===== src/pfc_limit_trim_config_defs.svh =====
// offsets, field positions, reset values and timing counts of the limit/trim bank
// assumes a 40 MHz system clock; includers use the macros by name only
//
// Overview of operation
// - bit 7 of limit field picks polarity
// - limit code decodes to six microamp thresholds
// - bit 0 picks level shift reference
// - eight-bit read-write temperature hysteresis held
// - fault flag clears above limit plus hysteresis
// - warning flag clears above limit plus hysteresis
// - gain trim writable only while unlocked
// - trim bit 7 is correction polarity
// - trim magnitude calibrates line voltage gain
// - debounced overcurrent disables pwm rest of cycle
`ifndef PFC_LIMIT_TRIM_CONFIG_DEFS_SVH
`define PFC_LIMIT_TRIM_CONFIG_DEFS_SVH

// ----------------------------------------------------------------
// register indices (byte address is four times the index)
// ----------------------------------------------------------------
`define IDX_FAST_OC 16'hfe3e
`define IDX_TEMP_HYST 16'hfe3f
`define IDX_GAIN_TRIM 16'hfe40
`define IDX_LOCK 16'hfe60
`define IDX_FAULT_LIMIT 16'hfe61
`define IDX_WARN_LIMIT 16'hfe62
`define IDX_DEBOUNCE 16'hfe63
`define IDX_IRQ_STATUS 16'hfe64
`define IDX_IRQ_MASK 16'hfe65
`define IDX_LIVE_FLAGS 16'hfe66

// ----------------------------------------------------------------
// field positions and reset values
// ----------------------------------------------------------------
`define FOC_POL_BIT 7
`define FOC_RANGE_BIT 1
`define FOC_REF_BIT 0
`define FOC_WRITE_MASK 8'he3
`define TRIM_POL_BIT 7
`define LOCK_OPEN_BIT 0
`define RESET_BYTE 8'h00
`define IRQ_TRIP_BIT 0
`define IRQ_FAULT_BIT 1
`define IRQ_WARN_BIT 2

// ----------------------------------------------------------------
// debounce times in ns and cycles at 25 ns, rounded up
// ----------------------------------------------------------------
`define CLOCK_PERIOD_NS 25
`define DEBOUNCE0_NS 40
`define DEBOUNCE1_NS 80
`define DEBOUNCE2_NS 120
`define DEBOUNCE3_NS 240
`define NS_TO_CYCLES(t) (((t) + `CLOCK_PERIOD_NS - 1) / `CLOCK_PERIOD_NS)

`endif


===== src/pfc_limit_trim_config_pkg.sv =====
// types shared by the limit/trim configuration bank
// assumes the defs header supplies all numeric constants
`default_nettype none

package pfc_limit_trim_config_pkg;
  typedef logic [7:0] byte_type;
  typedef enum logic [1:0] {TRIP_IDLE, TRIP_COUNT, TRIP_HELD} trip_state_type;
endpackage

`default_nettype wire


===== src/pfc_limit_trim_config_regs.sv =====
// apb register bank for limit, range, hysteresis and gain trim settings
// assumes apb master, comparator and adc codes synchronous to CLOCK
//
// Added by the designer: the APB interface to the registers.
`include "pfc_limit_trim_config_defs.svh"
`default_nettype none

module pfc_limit_trim_config_regs (
  input wire logic CLOCK,
  input wire logic NRST,
  input wire logic PSEL,
  input wire logic PENABLE,
  input wire logic PWRITE,
  input wire logic [17:0] PADDR,
  input wire logic [31:0] PWDATA,
  output logic [31:0] PRDATA,
  output logic PREADY,
  output logic PSLVERR,
  input wire logic [7:0] TEMPERATURE_SENSOR_CODE,
  input wire logic CS_ABOVE_LIMIT,
  input wire logic SWITCH_CYCLE_START,
  input wire logic [11:0] INPUT_LINE_VOLTAGE_CODE,
  output logic [11:0] INPUT_LINE_VOLTAGE_TRIMMED,
  output logic NEGATIVE_SENSING,
  output logic [6:0] CURRENT_LIMIT_THRESHOLD_UA,
  output logic LEVEL_SHIFT_REF_CHOICE,
  output logic CS_RANGE_500MV,
  output logic GAIN_TRIM_NEGATIVE,
  output logic [6:0] GAIN_TRIM_MAGNITUDE,
  output logic OVERTEMP_FAULT_FLAG,
  output logic OVERTEMP_WARNING_FLAG,
  output logic PWM_DISABLE,
  output logic IRQ
);

  // ----------------------------------------------------------------
  // helper functions
  // ----------------------------------------------------------------

  // threshold in microamps from the three-bit limit code
  function automatic logic [6:0] limit_ua(input logic [2:0] code);
    logic [6:0] step;
    step = 7'({5'h00, code[1:0]} + 7'h01) * 7'h14;
    limit_ua = code[2] ? 7'(step + 7'h28) : step;
  endfunction

  // debounce select to a cycle count
  function automatic logic [3:0] debounce_cycles(input logic [1:0] sel);
    unique case (sel)
      2'h0: debounce_cycles = 4'(`NS_TO_CYCLES(`DEBOUNCE0_NS));
      2'h1: debounce_cycles = 4'(`NS_TO_CYCLES(`DEBOUNCE1_NS));
      2'h2: debounce_cycles = 4'(`NS_TO_CYCLES(`DEBOUNCE2_NS));
      2'h3: debounce_cycles = 4'(`NS_TO_CYCLES(`DEBOUNCE3_NS));
    endcase
  endfunction

  // reading above limit plus hysteresis, nine bits so no wrap
  function automatic logic above_release(input logic [7:0] reading,
                                         input logic [7:0] limit,
                                         input logic [7:0] hyst);
    above_release = {1'b0, reading} > ({1'b0, limit} + {1'b0, hyst});
  endfunction

  // ----------------------------------------------------------------
  // storage
  // ----------------------------------------------------------------
  pfc_limit_trim_config_pkg::byte_type fast_overcurrent_setting;
  pfc_limit_trim_config_pkg::byte_type temperature_hysteresis;
  pfc_limit_trim_config_pkg::byte_type input_voltage_adc_gain_trim;
  pfc_limit_trim_config_pkg::byte_type fault_limit;
  pfc_limit_trim_config_pkg::byte_type warn_limit;
  logic unlocked;
  logic [1:0] debounce_sel;
  logic [2:0] irq_status;
  logic [2:0] irq_mask;
  logic overtemp_fault;
  logic overtemp_warn;
  logic pwm_off;
  logic [3:0] trip_count;
  pfc_limit_trim_config_pkg::trip_state_type trip_state;

  // ----------------------------------------------------------------
  // apb decode
  // ----------------------------------------------------------------

  // index is the word address; low two bits must be zero
  wire logic [15:0] index = PADDR[17:2];
  wire logic aligned = PADDR[1:0] == 2'h0;
  wire logic access = PSEL && PENABLE && PREADY;
  wire logic wr = access && PWRITE;
  wire logic hit_fast = aligned && index == `IDX_FAST_OC;
  wire logic hit_hyst = aligned && index == `IDX_TEMP_HYST;
  wire logic hit_trim = aligned && index == `IDX_GAIN_TRIM;
  wire logic hit_lock = aligned && index == `IDX_LOCK;
  wire logic hit_flim = aligned && index == `IDX_FAULT_LIMIT;
  wire logic hit_wlim = aligned && index == `IDX_WARN_LIMIT;
  wire logic hit_deb = aligned && index == `IDX_DEBOUNCE;
  wire logic hit_stat = aligned && index == `IDX_IRQ_STATUS;
  wire logic hit_mask = aligned && index == `IDX_IRQ_MASK;
  wire logic hit_live = aligned && index == `IDX_LIVE_FLAGS;
  wire logic mapped = hit_fast || hit_hyst || hit_trim || hit_lock || hit_flim ||
                      hit_wlim || hit_deb || hit_stat || hit_mask || hit_live;
  wire logic trim_refused = PWRITE && hit_trim && !unlocked;
  wire logic next_error = !mapped || trim_refused;

  // read mux; reserved fields come back as zero
  wire logic [7:0] read_byte =
    hit_fast ? fast_overcurrent_setting :
    hit_hyst ? temperature_hysteresis :
    hit_trim ? input_voltage_adc_gain_trim :
    hit_lock ? {7'h00, unlocked} :
    hit_flim ? fault_limit :
    hit_wlim ? warn_limit :
    hit_deb ? {6'h00, debounce_sel} :
    hit_stat ? {5'h00, irq_status} :
    hit_mask ? {5'h00, irq_mask} :
    hit_live ? {5'h00, overtemp_warn, overtemp_fault, pwm_off} : 8'h00;

  // one wait state: pready rises in the second access cycle
  always_ff @(posedge CLOCK) begin
    if (!NRST) begin
      PREADY <= 1'b0;
      PSLVERR <= 1'b0;
      PRDATA <= 32'h00000000;
    end else begin
      PREADY <= PSEL && PENABLE && !PREADY;
      PSLVERR <= PSEL && PENABLE && !PREADY && next_error;
      PRDATA <= (PSEL && PENABLE && !PREADY && !PWRITE && mapped) ?
                {24'h000000, read_byte} : 32'h00000000;
    end
  end

  // ----------------------------------------------------------------
  // configuration registers
  // ----------------------------------------------------------------

  // writes land only at the edge that completes the access
  always_ff @(posedge CLOCK) begin
    if (!NRST) begin
      fast_overcurrent_setting <= `RESET_BYTE;
      temperature_hysteresis <= `RESET_BYTE;
      input_voltage_adc_gain_trim <= `RESET_BYTE;
      fault_limit <= `RESET_BYTE;
      warn_limit <= `RESET_BYTE;
      unlocked <= 1'b0;
      debounce_sel <= 2'h0;
      irq_mask <= 3'h0;
    end else begin
      if (wr && hit_fast) begin
        fast_overcurrent_setting <= PWDATA[7:0] & `FOC_WRITE_MASK;
      end
      if (wr && hit_hyst) begin
        temperature_hysteresis <= PWDATA[7:0];
      end
      if (wr && hit_trim && unlocked) begin
        input_voltage_adc_gain_trim <= PWDATA[7:0];
      end
      if (wr && hit_lock) begin
        unlocked <= PWDATA[`LOCK_OPEN_BIT];
      end
      if (wr && hit_flim) begin
        fault_limit <= PWDATA[7:0];
      end
      if (wr && hit_wlim) begin
        warn_limit <= PWDATA[7:0];
      end
      if (wr && hit_deb) begin
        debounce_sel <= PWDATA[1:0];
      end
      if (wr && hit_mask) begin
        irq_mask <= PWDATA[2:0];
      end
    end
  end

  // ----------------------------------------------------------------
  // overtemperature flags
  // ----------------------------------------------------------------

  // sensor code falls as temperature rises, so below limit means hot
  wire logic fault_set = TEMPERATURE_SENSOR_CODE < fault_limit;
  wire logic warn_set = TEMPERATURE_SENSOR_CODE < warn_limit;
  wire logic fault_release = above_release(TEMPERATURE_SENSOR_CODE, fault_limit,
                                           temperature_hysteresis);
  wire logic warn_release = above_release(TEMPERATURE_SENSOR_CODE, warn_limit,
                                          temperature_hysteresis);
  wire logic fault_rise = fault_set && !overtemp_fault;
  wire logic warn_rise = warn_set && !overtemp_warn;

  // between the two thresholds the flag keeps its value
  always_ff @(posedge CLOCK) begin
    if (!NRST) begin
      overtemp_fault <= 1'b0;
      overtemp_warn <= 1'b0;
    end else begin
      if (fault_set) begin
        overtemp_fault <= 1'b1;
      end else if (fault_release) begin
        overtemp_fault <= 1'b0;
      end
      if (warn_set) begin
        overtemp_warn <= 1'b1;
      end else if (warn_release) begin
        overtemp_warn <= 1'b0;
      end
    end
  end

  // ----------------------------------------------------------------
  // overcurrent debounce
  // ----------------------------------------------------------------
  wire logic [3:0] deb_len = debounce_cycles(debounce_sel);
  wire logic trip_now = trip_state == pfc_limit_trim_config_pkg::TRIP_COUNT &&
                        CS_ABOVE_LIMIT && trip_count >= deb_len;

  // debounce, trip, hold until cycle start
  always_ff @(posedge CLOCK) begin
    if (!NRST) begin
      trip_state <= pfc_limit_trim_config_pkg::TRIP_IDLE;
      trip_count <= 4'h0;
      pwm_off <= 1'b0;
    end else begin
      unique case (trip_state)
        pfc_limit_trim_config_pkg::TRIP_IDLE: begin
          trip_count <= 4'h1;
          if (CS_ABOVE_LIMIT) begin
            trip_state <= pfc_limit_trim_config_pkg::TRIP_COUNT;
          end
        end
        pfc_limit_trim_config_pkg::TRIP_COUNT: begin
          trip_count <= 4'(trip_count + 4'h1);
          if (!CS_ABOVE_LIMIT) begin
            trip_state <= pfc_limit_trim_config_pkg::TRIP_IDLE;
          end else if (trip_now) begin
            trip_state <= pfc_limit_trim_config_pkg::TRIP_HELD;
            pwm_off <= 1'b1;
          end
        end
        pfc_limit_trim_config_pkg::TRIP_HELD: begin
          // a new switching cycle re-arms the trip and clears pwm_off
          if (SWITCH_CYCLE_START) begin
            trip_state <= pfc_limit_trim_config_pkg::TRIP_IDLE;
            pwm_off <= 1'b0;
          end
        end
      endcase
    end
  end

  // ----------------------------------------------------------------
  // interrupt status and line
  // ----------------------------------------------------------------
  wire logic [2:0] events = {warn_rise, fault_rise, trip_now};
  wire logic [2:0] clear_bits = (wr && hit_stat) ? PWDATA[2:0] : 3'h0;
  // a new event in the clearing cycle survives the clear
  wire logic [2:0] next_status = (irq_status & ~clear_bits) | events;

  always_ff @(posedge CLOCK) begin
    if (!NRST) begin
      irq_status <= 3'h0;
      IRQ <= 1'b0;
    end else begin
      irq_status <= next_status;
      IRQ <= |(next_status & irq_mask);
    end
  end

  // ----------------------------------------------------------------
  // gain trim applied to the line voltage sample
  // ----------------------------------------------------------------

  // correction is code * magnitude / 1024, about +-12 percent full scale
  wire logic [18:0] product = INPUT_LINE_VOLTAGE_CODE * input_voltage_adc_gain_trim[6:0];
  wire logic [12:0] correction = {4'h0, product[18:10]};
  wire logic [12:0] base = {1'b0, INPUT_LINE_VOLTAGE_CODE};
  wire logic [12:0] plus = base + correction;
  wire logic [12:0] minus = base - correction;
  wire logic [11:0] next_trimmed = input_voltage_adc_gain_trim[`TRIM_POL_BIT] ?
                                   minus[11:0] : (plus[12] ? 12'hfff : plus[11:0]);

  // ----------------------------------------------------------------
  // registered configuration outputs
  // ----------------------------------------------------------------
  always_ff @(posedge CLOCK) begin
    if (!NRST) begin
      NEGATIVE_SENSING <= 1'b0;
      CURRENT_LIMIT_THRESHOLD_UA <= 7'h00;
      LEVEL_SHIFT_REF_CHOICE <= 1'b0;
      CS_RANGE_500MV <= 1'b0;
      GAIN_TRIM_NEGATIVE <= 1'b0;
      GAIN_TRIM_MAGNITUDE <= 7'h00;
      INPUT_LINE_VOLTAGE_TRIMMED <= 12'h000;
      OVERTEMP_FAULT_FLAG <= 1'b0;
      OVERTEMP_WARNING_FLAG <= 1'b0;
      PWM_DISABLE <= 1'b0;
    end else begin
      NEGATIVE_SENSING <= fast_overcurrent_setting[`FOC_POL_BIT];
      CURRENT_LIMIT_THRESHOLD_UA <= limit_ua(fast_overcurrent_setting[7:5]);
      LEVEL_SHIFT_REF_CHOICE <= fast_overcurrent_setting[`FOC_REF_BIT];
      CS_RANGE_500MV <= fast_overcurrent_setting[`FOC_RANGE_BIT];
      GAIN_TRIM_NEGATIVE <= input_voltage_adc_gain_trim[`TRIM_POL_BIT];
      GAIN_TRIM_MAGNITUDE <= input_voltage_adc_gain_trim[6:0];
      INPUT_LINE_VOLTAGE_TRIMMED <= next_trimmed;
      OVERTEMP_FAULT_FLAG <= overtemp_fault;
      OVERTEMP_WARNING_FLAG <= overtemp_warn;
      PWM_DISABLE <= pwm_off;
    end
  end

endmodule // pfc_limit_trim_config_regs

`default_nettype wire


===== config.mk =====
export PLATFORM = sky130hd
export DESIGN_NAME = pfc_limit_trim_config_regs
export DESIGN_NICKNAME = d
export VERILOG_FILES = /design/src/pfc_limit_trim_config_pkg.sv /design/src/pfc_limit_trim_config_regs.sv
export VERILOG_INCLUDE_DIRS = /design/src /design/src/src
export SDC_FILE = /design/constraint.sdc
export NUM_CORES = 1
export LEC_CHECK = 0
export ABC_AREA = 1
export BUFFER_PORTS_ARGS = -buffer_cell sky130_fd_sc_hd__buf_2
export CAP_MARGIN = 30
export CORE_MARGIN = 5
export CORE_UTILIZATION = 50
export CTS_CLUSTER_DIAMETER = 100
export DETAILED_ROUTE_END_ITERATION = 6
export PLACE_DENSITY = 0.82
export SLEW_MARGIN = 5
export SYNTH_ARGS = -nofsm -noshare
export SYNTH_HDL_FRONTEND = slang
export SYNTH_SLANG_ARGS = --single-unit

===== constraint.sdc =====
create_clock -name CLOCK -period 7.47 [get_ports CLOCK]
set_clock_uncertainty 0.1 [all_clocks]
set_input_delay 0.747 -clock CLOCK [delete_from_list [all_inputs] [get_ports CLOCK]]
set_output_delay 0.747 -clock CLOCK [all_outputs]
set_load 0.01 [all_outputs]

==> summary.md, run 1 <==
| Metric | Value |
|---|---|
| Die area | `about 21,000 um2` |
| Total GRT Usage | `a little over a fifth` |
| Clk_lat worst skew | `~0.35 ns` |
| Drt wl/cell | `roughly 14 um` |
| Via count | `between 8,000 and 9,000` |
| Top Ports | `approximately 150` |
| Drt drc | `0` |
| Tot Pwr | `1.10 mW` |
| Final Instance Count excl. Fillers | `between 1,500 and 2,000` |
| P&R area growth vs syn | `8.92%` |
| Yosys warns | `0` |
| Leading area contributor after synthesis | `dfxtp_1` |
| Async set-reset flop share out of synthesis | `0%` |
| CTS buffer count | `9` |
| Most common library cells after synthesis | `265 x inv_1, 242 x nand2_1, 113 x a21oi_1, 113 x ha_1, 97 x dfxtp_1` |
| Core area | `17,900 um2` |
| Fmax | `between 150 and 200 MHz` |
| PostCTS Resize Cnt | `0` |
| Power density over the cells | `112 nW/um2` |
| Die extent in x | `about 140 um` |
| Most Frequent Cell on Critical Path | `nand2_1` |
| Largest stage delay, worst path | `between 0.7 and 0.8 ns` |
| Fin crit period | `roughly 6.5 ns` |
| Met3 Usage GRT | `3.04%` |
| Synthesized area per cell | `approximately 7.2 um2` |
| Register area share after synthesis | `roughly 21%` |
| Worst min path class | `reg2reg` |
| Met2 GRT Util | `about two fifths` |
| Post-CTS Setup Repair Bufs | `0` |
| #FFs+latches synth | `97` |
| Antenna diode count | `0` |
| Pre-antenna DRT Iters | `5` |
| FP Rows | `between 40 and 50` |
| Startpoint Class | `flip-flop` |
| Post-route cell area | `9860 um2` |
| Initial Util | `50.6%` |
| CTS tree | `built` |
| Busiest grt layer | `met2` |
| Clk root buf | `clkbuf_16` |
| Die height | `145 um` |
| Max cap viols | `0` |
| Starting DRT DRC Count | `around 470` |
| Kind of critical path | `reg2reg` |
| Maximum vdd drop | `between 100 and 150 uV` |
| Met1 Usage GRT | `between 20% and 30%` |
| P_leak | `5.70 nW` |
| Multi-input gate area | `slightly below 6000 um2` |
| # hold bufs at CTS | `0` |
| Yosys cell types | `44` |
| Setup TNS Final | `0 ns` |
| Share of cells above drive strength 1 | `a little over a tenth` |
| Final Max Tran Viols | `0` |
| Final layout net count | `between 1,500 and 2,000` |
| Area share of the largest cell type after synthesis | `roughly 21%` |
| Clock sink count | `97` |
| Synth Flop Type | `dfxtp_1` |
| Layout fillers | `1,724` |
| Worst slew pin tran | `0.885 ns` |
| DRT antenna net count | `0` |
| Clock transition at path regs | `0.07 ns` |
| Final wirelength | `22,400 um` |
| Mapped cell area | `about 9000 um2` |
| Outcome | `finished, final reports clean` |
| GPL Wtd Cong | `just over 0.9` |
| Placed Cells incl. Taps | `1,546` |
| Slew headroom | `40.8%` |
| Crit path required time | `7.61 ns` |
| Crit path DAT | `about 6.7 ns` |
| Vias in the first global route | `a little under 8,000` |
| Synth area leaders | `dfxtp_1 21%, ha_1 16%, fa_1 12%` |
| Largest net degree at the start of global routing | `67` |
| Count leader, synth | `inv_1` |
| Crit path max fanout | `15` |
| Htree depth | `3` |
| Storage cell area | `1940 um2` |
| Number of synthesized flops with an enable pin | `0` |
| Finish-stage setup viols | `0` |
| Fin. Hold Viols | `0` |
| Remaining global-route overflow | `0` |
| Period utilisation layout | `between 80% and 90%` |
| Mapped Cells | `1,252` |
| Detailed placer's ending HPWL | `approximately 18,000 um` |
| Vias per inst | `roughly 5.2` |
| Slowest stage cell on the critical path | `dfxtp_1` |
| Initial antenna violation count | `0` |
| Global-route wire length before repair | `approximately 37,000 um` |
| Port-buffer cells | `94` |
| RSZ-0062 raised after global routing | `false` |
| Setup crit end kind | `flip-flop` |
| Dpl cell area | `about 9600 um2` |
| Maximum buffer depth of the clock tree | `2` |
routing by layer:
metal	routed length (um)	share of wire, %	vias up
met5	0	0	-
met4	506	2.3	0
met3	1480	6.6	34
met2	11400	51	252
met1	9080	40	3787
li1	-	-	4065
logic make-up (layout without fill, tap and decap cells):
| group | count (synthesis) | in the layout | synth area share (%) |
|---|---|---|---|
| other cells | 1 | 26 | 0.0414 |
| compound gates | 255 | 255 | 15.6 |
| buf+inv | 328 | 384 | 15.0 |
| xor+xnor | 24 | 24 | 2.32 |
| flops | 97 | 97 | 21.5 |
| fa+ha+maj | 165 | 165 | 27.1 |
| simple gates | 382 | 382 | 18.5 |
stage by stage:
step	util (%)	hold slack (ns)	setup WS, ns
6_report	55.1	0.379	0.946
3_5_place_dp	53.5	0.364	0.754
4_1_cts	55.1	0.375	0.960
3_3_place_gp	53.5	0.358	0.876
2_1_floorplan	-	0.317	1.43
5_1_grt	55.1	0.398	0.349
placed cells by master, fill, tap and decap left out, types with 3 or more instances in the layout:
master	Yosys	final
xnor2_1	13	13
inv_2	6	6
nor2_2	4	4
xor2_1	11	11
o211ai_1	8	8
o21ai_1	8	8
ha_1	113	113
a211oi_1	4	4
nand4_1	15	15
nor2_4	5	5
a21oi_2	3	3
o21bai_1	9	9
nor3_1	8	8
inv_1	265	265
buf_2	3	94
a21oi_1	113	113
conb_1	1	26
a21o_1	7	7
fa_1	52	52
clkbuf_16	0	9
o21ai_0	83	83
dfxtp_1	97	97
o32ai_1	5	5
a31oi_1	3	3
nor3_4	3	3
nor2_1	52	52
nand2_1	242	242
nand3_1	47	47
o22ai_1	3	3
registers in the layout, summed over array words and instances, names as in the netlist, 7 cells and up:
| name | cells |
|---|---|
| input_voltage_adc_gain_trim | 8 |
| fault_limit | 8 |
| INPUT_LINE_VOLTAGE_TRIMMED | 12 |
| PRDATA | 8 |
| warn_limit | 8 |
| temperature_hysteresis | 8 |
| GAIN_TRIM_MAGNITUDE | 7 |
final cells by class:
cell class                      instances  area share, %
Multi-Input combinational cell        852           59.3
Inverter                              272           10.4
Clock inverter                          4          0.292
Tap cell                              229           2.91
Clock buffer                           12           2.50
Timing Repair Buffer                   96           4.93
Sequential cell                        97           19.7
worst max-delay path, delay by kind of cell, from the launching register on:
kind                       cells  cell delay [ns]
and+or+nand+nor               16             1.60
adders and majority gates      6             2.79
DFF                            1             0.76
buffers and inverters          5             0.32
AOI/OAI and AO/OA              4             0.87
path summary, 6_finish.rpt:
kind / start / to / slack [ns] / depth (start not counted)
worst max register to register: input_voltage_adc_gain_trim[6] / INPUT_LINE_VOLTAGE_TRIMMED[7] / 0.95 / 31
worst max-delay path: input_voltage_adc_gain_trim[6] / INPUT_LINE_VOLTAGE_TRIMMED[7] / 0.95 / 31
worst min-delay path: pwm_off / PWM_DISABLE / 0.38 / 2
worst min register to register: pwm_off / PWM_DISABLE / 0.38 / 2
power by group:
part | total, mW | switching (mW) | internal [mW] | leakage, nW
clock network | 0.432 | 0.197 | 0.235 | 0.129
logic | 0.139 | 0.0929 | 0.0457 | 4.79
registers | 0.532 | 0.00511 | 0.527 | 0.787
Power figures use the tool's default switching activity.
==> run 2, diff against run 1 <==
--- a/config.mk
+++ b/config.mk
@@ -10,10 +10,10 @@
 export BUFFER_PORTS_ARGS = -buffer_cell sky130_fd_sc_hd__buf_2
 export CAP_MARGIN = 30
 export CORE_MARGIN = 5
-export CORE_UTILIZATION = 50
+export CORE_UTILIZATION = 40
 export CTS_CLUSTER_DIAMETER = 100
 export DETAILED_ROUTE_END_ITERATION = 6
-export PLACE_DENSITY = 0.82
+export PLACE_DENSITY = 0.7
 export SLEW_MARGIN = 5
 export SYNTH_ARGS = -nofsm -noshare
 export SYNTH_HDL_FRONTEND = slang
==> constraint.sdc (replaced) <==
create_clock -name CLOCK -period 7.2 [get_ports CLOCK]
set_clock_uncertainty 0.1 [all_clocks]
set_input_delay 0.72 -clock CLOCK [delete_from_list [all_inputs] [get_ports CLOCK]]
set_output_delay 0.72 -clock CLOCK [all_outputs]
set_load 0.01 [all_outputs]
==> summary.md, run 2 (synthesis gave the netlist of run 1 again) <==
| Metric | Value |
|---|---|
| Outcome | `finished, final reports clean (unchanged)` |
| Largest net degree at the start of global routing | `67 (unchanged)` |
| Tot Pwr | `1.24 mW (was 1.10 mW)` |
| Kind of critical path | `reg2reg (unchanged)` |
| Port-buffer cells | `94 (unchanged)` |
| Drt wl/cell | `14.2 um (was 14.3 um)` |
| Final Max Tran Viols | `0 (unchanged)` |
| Initial antenna violation count | `1 (was 0)` |
| Critical path buffers and inverters | `6 (was 5)` |
| Max reg flops | `12 (unchanged)` |
| Top Ports | `145 (unchanged)` |
| Htree depth | `3 (unchanged)` |
| Detailed placer's ending HPWL | `18,600 um (was 18,100 um)` |
| Die height | `160 um (was 145 um)` |
| Top reg by flops | `INPUT_LINE_VOLTAGE_TRIMMED (unchanged)` |
| Most Frequent Cell on Critical Path | `nand2_1 (unchanged)` |
| Starting DRT DRC Count | `536 (was 471)` |
| DRT antenna net count | `0 (unchanged)` |
| Multi-input gate area | `5850 um2 (unchanged)` |
| Clk root buf | `clkbuf_16 (unchanged)` |
| Setup TNS Final | `0 ns (unchanged)` |
| P&R area growth vs syn | `10.5% (was 8.92%)` |
| Vias per inst | `5.00 (was 5.21)` |
| Vias in the first global route | `7,860 (was 7,852)` |
| Commonest non-fill, non-tap cell in the layout | `inv_1 (unchanged)` |
| Crit path max fanout | `15 (unchanged)` |
| CTS tree | `built (unchanged)` |
| Fin crit period | `6.45 ns (was 6.52 ns)` |
| Fin worst setup slack | `0.748 ns (was 0.946 ns)` |
| GPL Wtd Cong | `0.916 (was 0.933)` |
| Crit path max-delay family | `adder cells (unchanged)` |
| Most frequent cells in the layout | `265 x inv_1, 242 x nand2_1, 113 x a21oi_1, 113 x ha_1, 97 x dfxtp_1 (unchanged)` |
| Period utilisation layout | `89.6% (was 87.3%)` |
| Remaining global-route overflow | `0 (unchanged)` |
| CTS buffer count | `9 (unchanged)` |
| Drt drc | `0 (unchanged)` |
| Post-CTS Setup Repair Bufs | `0 (unchanged)` |
| Final Instance Count excl. Fillers | `1,620 (was 1,562)` |
| Clock transition at path regs | `0.07 ns (about the same)` |
| Core area | `22,400 um2 (was 17,900 um2)` |
| Clock sink count | `97 (unchanged)` |
| Fin. Hold Viols | `0 (unchanged)` |
| Finish-stage setup viols | `0 (unchanged)` |
| Startpoint Class | `flip-flop (unchanged)` |
| PostCTS Resize Cnt | `0 (unchanged)` |
| FP Rows | `55 (was 49)` |
| Fmax | `155 MHz (was 153 MHz)` |
| Crit path required time | `7.37 ns (was 7.61 ns)` |
| Clk_lat worst skew | `0.36 ns (was 0.35 ns)` |
| Maximum vdd drop | `81.0 uV (was 111 uV)` |
| DP Worst Slack | `0.568 ns (was 0.754 ns)` |
| P_leak | `5.75 nW (was 5.70 nW)` |
| Die extent in x | `160 um (was 145 um)` |
| Maximum buffer depth of the clock tree | `2 (unchanged)` |
| Layout fillers | `2,296 (was 1,724)` |
| Setup crit end kind | `flip-flop (unchanged)` |
| Power density over the cells | `123 nW/um2 (was 112 nW/um2)` |
| Final Core Density | `44.6% (was 55.1%)` |
| Crit path DAT | `6.63 ns (was 6.66 ns)` |
| Antenna diode count | `0 (unchanged)` |
| Worst min path class | `reg2reg (unchanged)` |
| Placed Cells incl. Taps | `1,604 (was 1,546)` |
| Slew headroom | `37.6% (was 40.8%)` |
| Total GRT Usage | `17.8% (was 21.8%)` |
| Via count | `8,099 (was 8,138)` |
| Final layout net count | `1,572 (was 1,570)` |
| Storage cell area | `1940 um2 (unchanged)` |
| Final wirelength | `22,900 um (was 22,400 um)` |
| Share of cells above drive strength 1 | `10.8% (was 10.5%)` |
| # hold bufs at CTS | `0 (unchanged)` |
| RSZ-0062 raised after global routing | `false (unchanged)` |
| Largest stage delay, worst path | `0.76 ns (about the same)` |
| Worst slew pin tran | `0.933 ns (was 0.885 ns)` |
| Max cap viols | `0 (unchanged)` |
| Slowest stage cell on the critical path | `dfxtp_1 (unchanged)` |
| Die area | `25,700 um2 (was 20,900 um2)` |
| Initial Util | `40.3% (was 50.6%)` |
| Global-route wire length before repair | `37,800 um (was 36,700 um)` |
| Pre-antenna DRT Iters | `5 (unchanged)` |
## run 2: changes by cell type in the layout (fill, tap and decap cells not counted), sizes merged
| cell | previous run | this run |
|---|---|---|
| clkbuf | 12 | 10 |
| bufinv | 0 | 2 |
| clkinvlp | 2 | 0 |
| inv | 271 | 273 |
| buf | 96 | 98 |
## run 2: worst paths after layout
check | startpoint | endpoint | slack [ns] | cells after the start
max | input_voltage_adc_gain_trim[5] | INPUT_LINE_VOLTAGE_TRIMMED[2] | 0.75 | 31
min | pwm_off | PWM_DISABLE | 0.37 | 2
max reg2reg | input_voltage_adc_gain_trim[5] | INPUT_LINE_VOLTAGE_TRIMMED[2] | 0.75 | 31
min reg2reg | pwm_off | PWM_DISABLE | 0.37 | 2
## run 2: area by class of cell
class                           instances  area share [%]
Timing Repair Buffer                   98            5.00
Tap cell                              285            3.56
Clock inverter                          6           0.976
Multi-Input combinational cell        852            58.4
Clock buffer                           10            2.39
Sequential cell                        97            19.4
Inverter                              272            10.2
## run 2: metrics by stage
stage	area (um2)	hold slack, ns
floorplan	9140	0.317
global placement	9670	0.354
detailed placement	9670	0.362
CTS	10000	0.373
global route	10000	0.398
finish	10000	0.368
## run 2: worst reg2reg max path, delay by kind of cell (launching register included)
| kind | cells | cell delay, ns |
|---|---|---|
| compound gates | 4 | 0.72 |
| buf+inv | 6 | 0.52 |
| simple gates | 15 | 1.52 |
| flops | 1 | 0.76 |
| fa+ha+maj | 6 | 2.77 |
## run 2: power breakdown
group,total [mW],internal [mW],switching [mW]
sequential,0.552,0.547,0.00540
combinational,0.143,0.0471,0.0961
clock,0.540,0.319,0.221
total,1.24,0.913,0.322
## run 2: layer usage
metal  vias up  global-route usage [%]  part of all wire, %
met5         -                       0                0.057
met4         2                    6.02                  2.5
met3        44                    2.39                  4.2
met2       178                    31.5                   50
met1      3799                    22.2                   43
li1       4076                       -                    -
==> run 3, diff against run 2 <==
==> constraint.sdc (replaced) <==
create_clock -name CLOCK -period 7.4 [get_ports CLOCK]
set_clock_uncertainty 0.1 [all_clocks]
set_input_delay 0.74 -clock CLOCK [delete_from_list [all_inputs] [get_ports CLOCK]]
set_output_delay 0.74 -clock CLOCK [all_outputs]
set_load 0.01 [all_outputs]
==> summary.md, run 3 (synthesis gave the netlist of run 1 again) <==
| Metric | Value |
|---|---|
| Outcome | `finished, final reports clean (unchanged)` |
| R2R Setup Slk | `0.86 ns (was 0.75 ns)` |
| P_leak | `5.72 nW (was 5.75 nW)` |
| Final wirelength | `22,900 um (about the same)` |
| Storage cell area | `1940 um2 (unchanged)` |
| Final Max Tran Viols | `0 (unchanged)` |
| Power density over the cells | `118 nW/um2 (was 123 nW/um2)` |
| Crit path max-delay family | `adder cells (unchanged)` |
| Reg2reg end | `INPUT_LINE_VOLTAGE_TRIMMED[5] (was INPUT_LINE_VOLTAGE_TRIMMED[2])` |
| Max cap viols | `0 (unchanged)` |
| Starting DRT DRC Count | `508 (was 536)` |
| Fin. Hold Viols | `0 (unchanged)` |
| Fmax | `153 MHz (was 155 MHz)` |
| Initial antenna violation count | `1 (unchanged)` |
| Crit path max fanout | `15 (unchanged)` |
| Drt drc | `0 (unchanged)` |
| # hold bufs at CTS | `0 (unchanged)` |
| Hold path start | `pwm_off (unchanged)` |
| DRT antenna net count | `0 (unchanged)` |
| Antenna diode count | `0 (unchanged)` |
| Max reg flops | `12 (unchanged)` |
| Reg2reg path depth | `31 (unchanged)` |
| Remaining global-route overflow | `0 (unchanged)` |
| Clock transition at path regs | `0.07 ns (about the same)` |
| Total GRT Usage | `17.5% (was 17.8%)` |
| CTS buffer count | `9 (unchanged)` |
| Critical path buffers and inverters | `7 (was 6)` |
| Crit path required time | `7.60 ns (was 7.37 ns)` |
| Vias in the first global route | `7,718 (was 7,860)` |
| Die extent in x | `160 um (unchanged)` |
| Layout fillers | `2,298 (was 2,296)` |
| Startpoint Class | `flip-flop (unchanged)` |
| PostCTS Resize Cnt | `0 (unchanged)` |
| Final Core Density | `44.4% (was 44.6%)` |
| Share of cells above drive strength 1 | `10.7% (was 10.8%)` |
| Die area | `25,700 um2 (unchanged)` |
| Setup TNS Final | `0 ns (unchanged)` |
| FP Rows | `55 (unchanged)` |
| Worst slew pin tran | `0.864 ns (was 0.933 ns)` |
| Commonest non-fill, non-tap cell in the layout | `inv_1 (unchanged)` |
| Most frequent cells in the layout | `265 x inv_1, 242 x nand2_1, 113 x a21oi_1, 113 x ha_1, 97 x dfxtp_1 (unchanged)` |
| Critical R2R Launch | `input_voltage_adc_gain_trim[5] (unchanged)` |
| Hold depth | `2 (unchanged)` |
| Maximum buffer depth of the clock tree | `2 (unchanged)` |
| Clock sink count | `97 (unchanged)` |
| Period utilisation layout | `88.4% (was 89.6%)` |
| Htree depth | `3 (unchanged)` |
| Via count | `7,970 (was 8,099)` |
| CTS tree | `built (unchanged)` |
| GPL Wtd Cong | `0.936 (was 0.916)` |
| Largest stage delay, worst path | `0.79 ns (was 0.76 ns)` |
| Crit path DAT | `6.74 ns (was 6.63 ns)` |
| Top reg by flops | `INPUT_LINE_VOLTAGE_TRIMMED (unchanged)` |
| Global-route wire length before repair | `37,100 um (was 37,800 um)` |
| Post-CTS Setup Repair Bufs | `0 (unchanged)` |
| Core area | `22,400 um2 (unchanged)` |
| Slew headroom | `42.2% (was 37.6%)` |
| Most Frequent Cell on Critical Path | `nand2_1 (unchanged)` |
| Worst min path class | `reg2reg (unchanged)` |
| Drt wl/cell | `14.1 um (was 14.2 um)` |
| Fin crit period | `6.54 ns (was 6.45 ns)` |
| Setup crit end kind | `flip-flop (unchanged)` |
| Die height | `160 um (unchanged)` |
| Initial Util | `40.3% (unchanged)` |
| Clk root buf | `clkbuf_16 (unchanged)` |
| WHS Endpoint | `PWM_DISABLE (unchanged)` |
| Maximum vdd drop | `84.2 uV (was 81.0 uV)` |
| Finish-stage setup viols | `0 (unchanged)` |
| Clk_lat worst skew | `0.35 ns (was 0.36 ns)` |
| Port-buffer cells | `94 (unchanged)` |
| Multi-input gate area | `5850 um2 (unchanged)` |
| Kind of critical path | `reg2reg (unchanged)` |
| Final layout net count | `1,570 (was 1,572)` |
| Pre-antenna DRT Iters | `5 (unchanged)` |
| RSZ-0062 raised after global routing | `false (unchanged)` |
| P&R area growth vs syn | `10.1% (was 10.5%)` |
| Top Ports | `145 (unchanged)` |
| Detailed placer's ending HPWL | `18,400 um (was 18,600 um)` |
| Largest net degree at the start of global routing | `67 (unchanged)` |
| Vias per inst | `4.93 (was 5.00)` |
| Slowest stage cell on the critical path | `dfxtp_1 (unchanged)` |
==> run 3: cell count changes in the layout (fill, tap and decap cells not counted) <==
cell / change
buf_4: -2
bufinv_16: -1
clkbuf_8: -1
clkinv_4: -2
clkinvlp_4: +2
inv_6: +1
inv_8: +1
==> run 3: stage by stage <==
step	instances	hold WS, ns	setup WS [ns]	area (um2)	power, mW
final	1618	0.374	0.855	9960	1.17
after global routing	1618	0.416	0.368	9960	1.23
after CTS	1618	0.368	0.856	9960	1.18
after detailed placement	1602	0.356	0.729	9650	0.688
after global placement	1602	0.353	0.793	9650	0.686
after floorplan	1277	0.317	1.37	9140	0.642
==> run 3: layout make-up <==
| type | count | area share (%) |
|---|---|---|
| Multi-Input combinational cell | 852 | 58.7 |
| Sequential cell | 97 | 19.5 |
| Inverter | 272 | 10.2 |
| Timing Repair Buffer | 96 | 4.87 |
| Tap cell | 285 | 3.58 |
| Clock buffer | 9 | 2.26 |
| Clock inverter | 7 | 0.854 |
==> run 3: worst max-delay path by stage <==
stage | end | startpoint | cells past startpoint | slack (ns)
after floorplan | INPUT_LINE_VOLTAGE_TRIMMED[5] | INPUT_LINE_VOLTAGE_CODE[9] | 35 | 1.37
after global placement | INPUT_LINE_VOLTAGE_TRIMMED[2] | INPUT_LINE_VOLTAGE_CODE[5] | 32 | 0.79
after detailed placement | INPUT_LINE_VOLTAGE_TRIMMED[5] | INPUT_LINE_VOLTAGE_CODE[5] | 32 | 0.73
after CTS | INPUT_LINE_VOLTAGE_TRIMMED[5] | input_voltage_adc_gain_trim[5] | 31 | 0.86
after global routing | INPUT_LINE_VOLTAGE_TRIMMED[5] | input_voltage_adc_gain_trim[4] | 31 | 0.37
final | INPUT_LINE_VOLTAGE_TRIMMED[5] | input_voltage_adc_gain_trim[5] | 31 | 0.86
==> run 3: worst register-to-register path, delay by kind of cell, from the launching register on <==
family | cells | cell delay (ns)
fa+ha+maj | 6 | 2.78
simple gates | 13 | 1.41
compound gates | 5 | 0.82
flops | 1 | 0.79
buf+inv | 7 | 0.61
==> run 3: routing by layer <==
metal	vias up	share of wire (%)	GRT usage, %
met2	164	51	31.8
met3	31	4.3	2.10
met4	2	1.9	5.16
li1	4080	-	-
met5	-	0.031	0
met1	3693	43	21.6
==> run 3: report_power, final <==
group	switching [mW]	leakage, nW	internal, mW
Combinational	0.0938	4.79	0.0460
Sequential	0.00521	0.787	0.532
Clock	0.228	0.146	0.269
Total	0.327	5.72	0.847
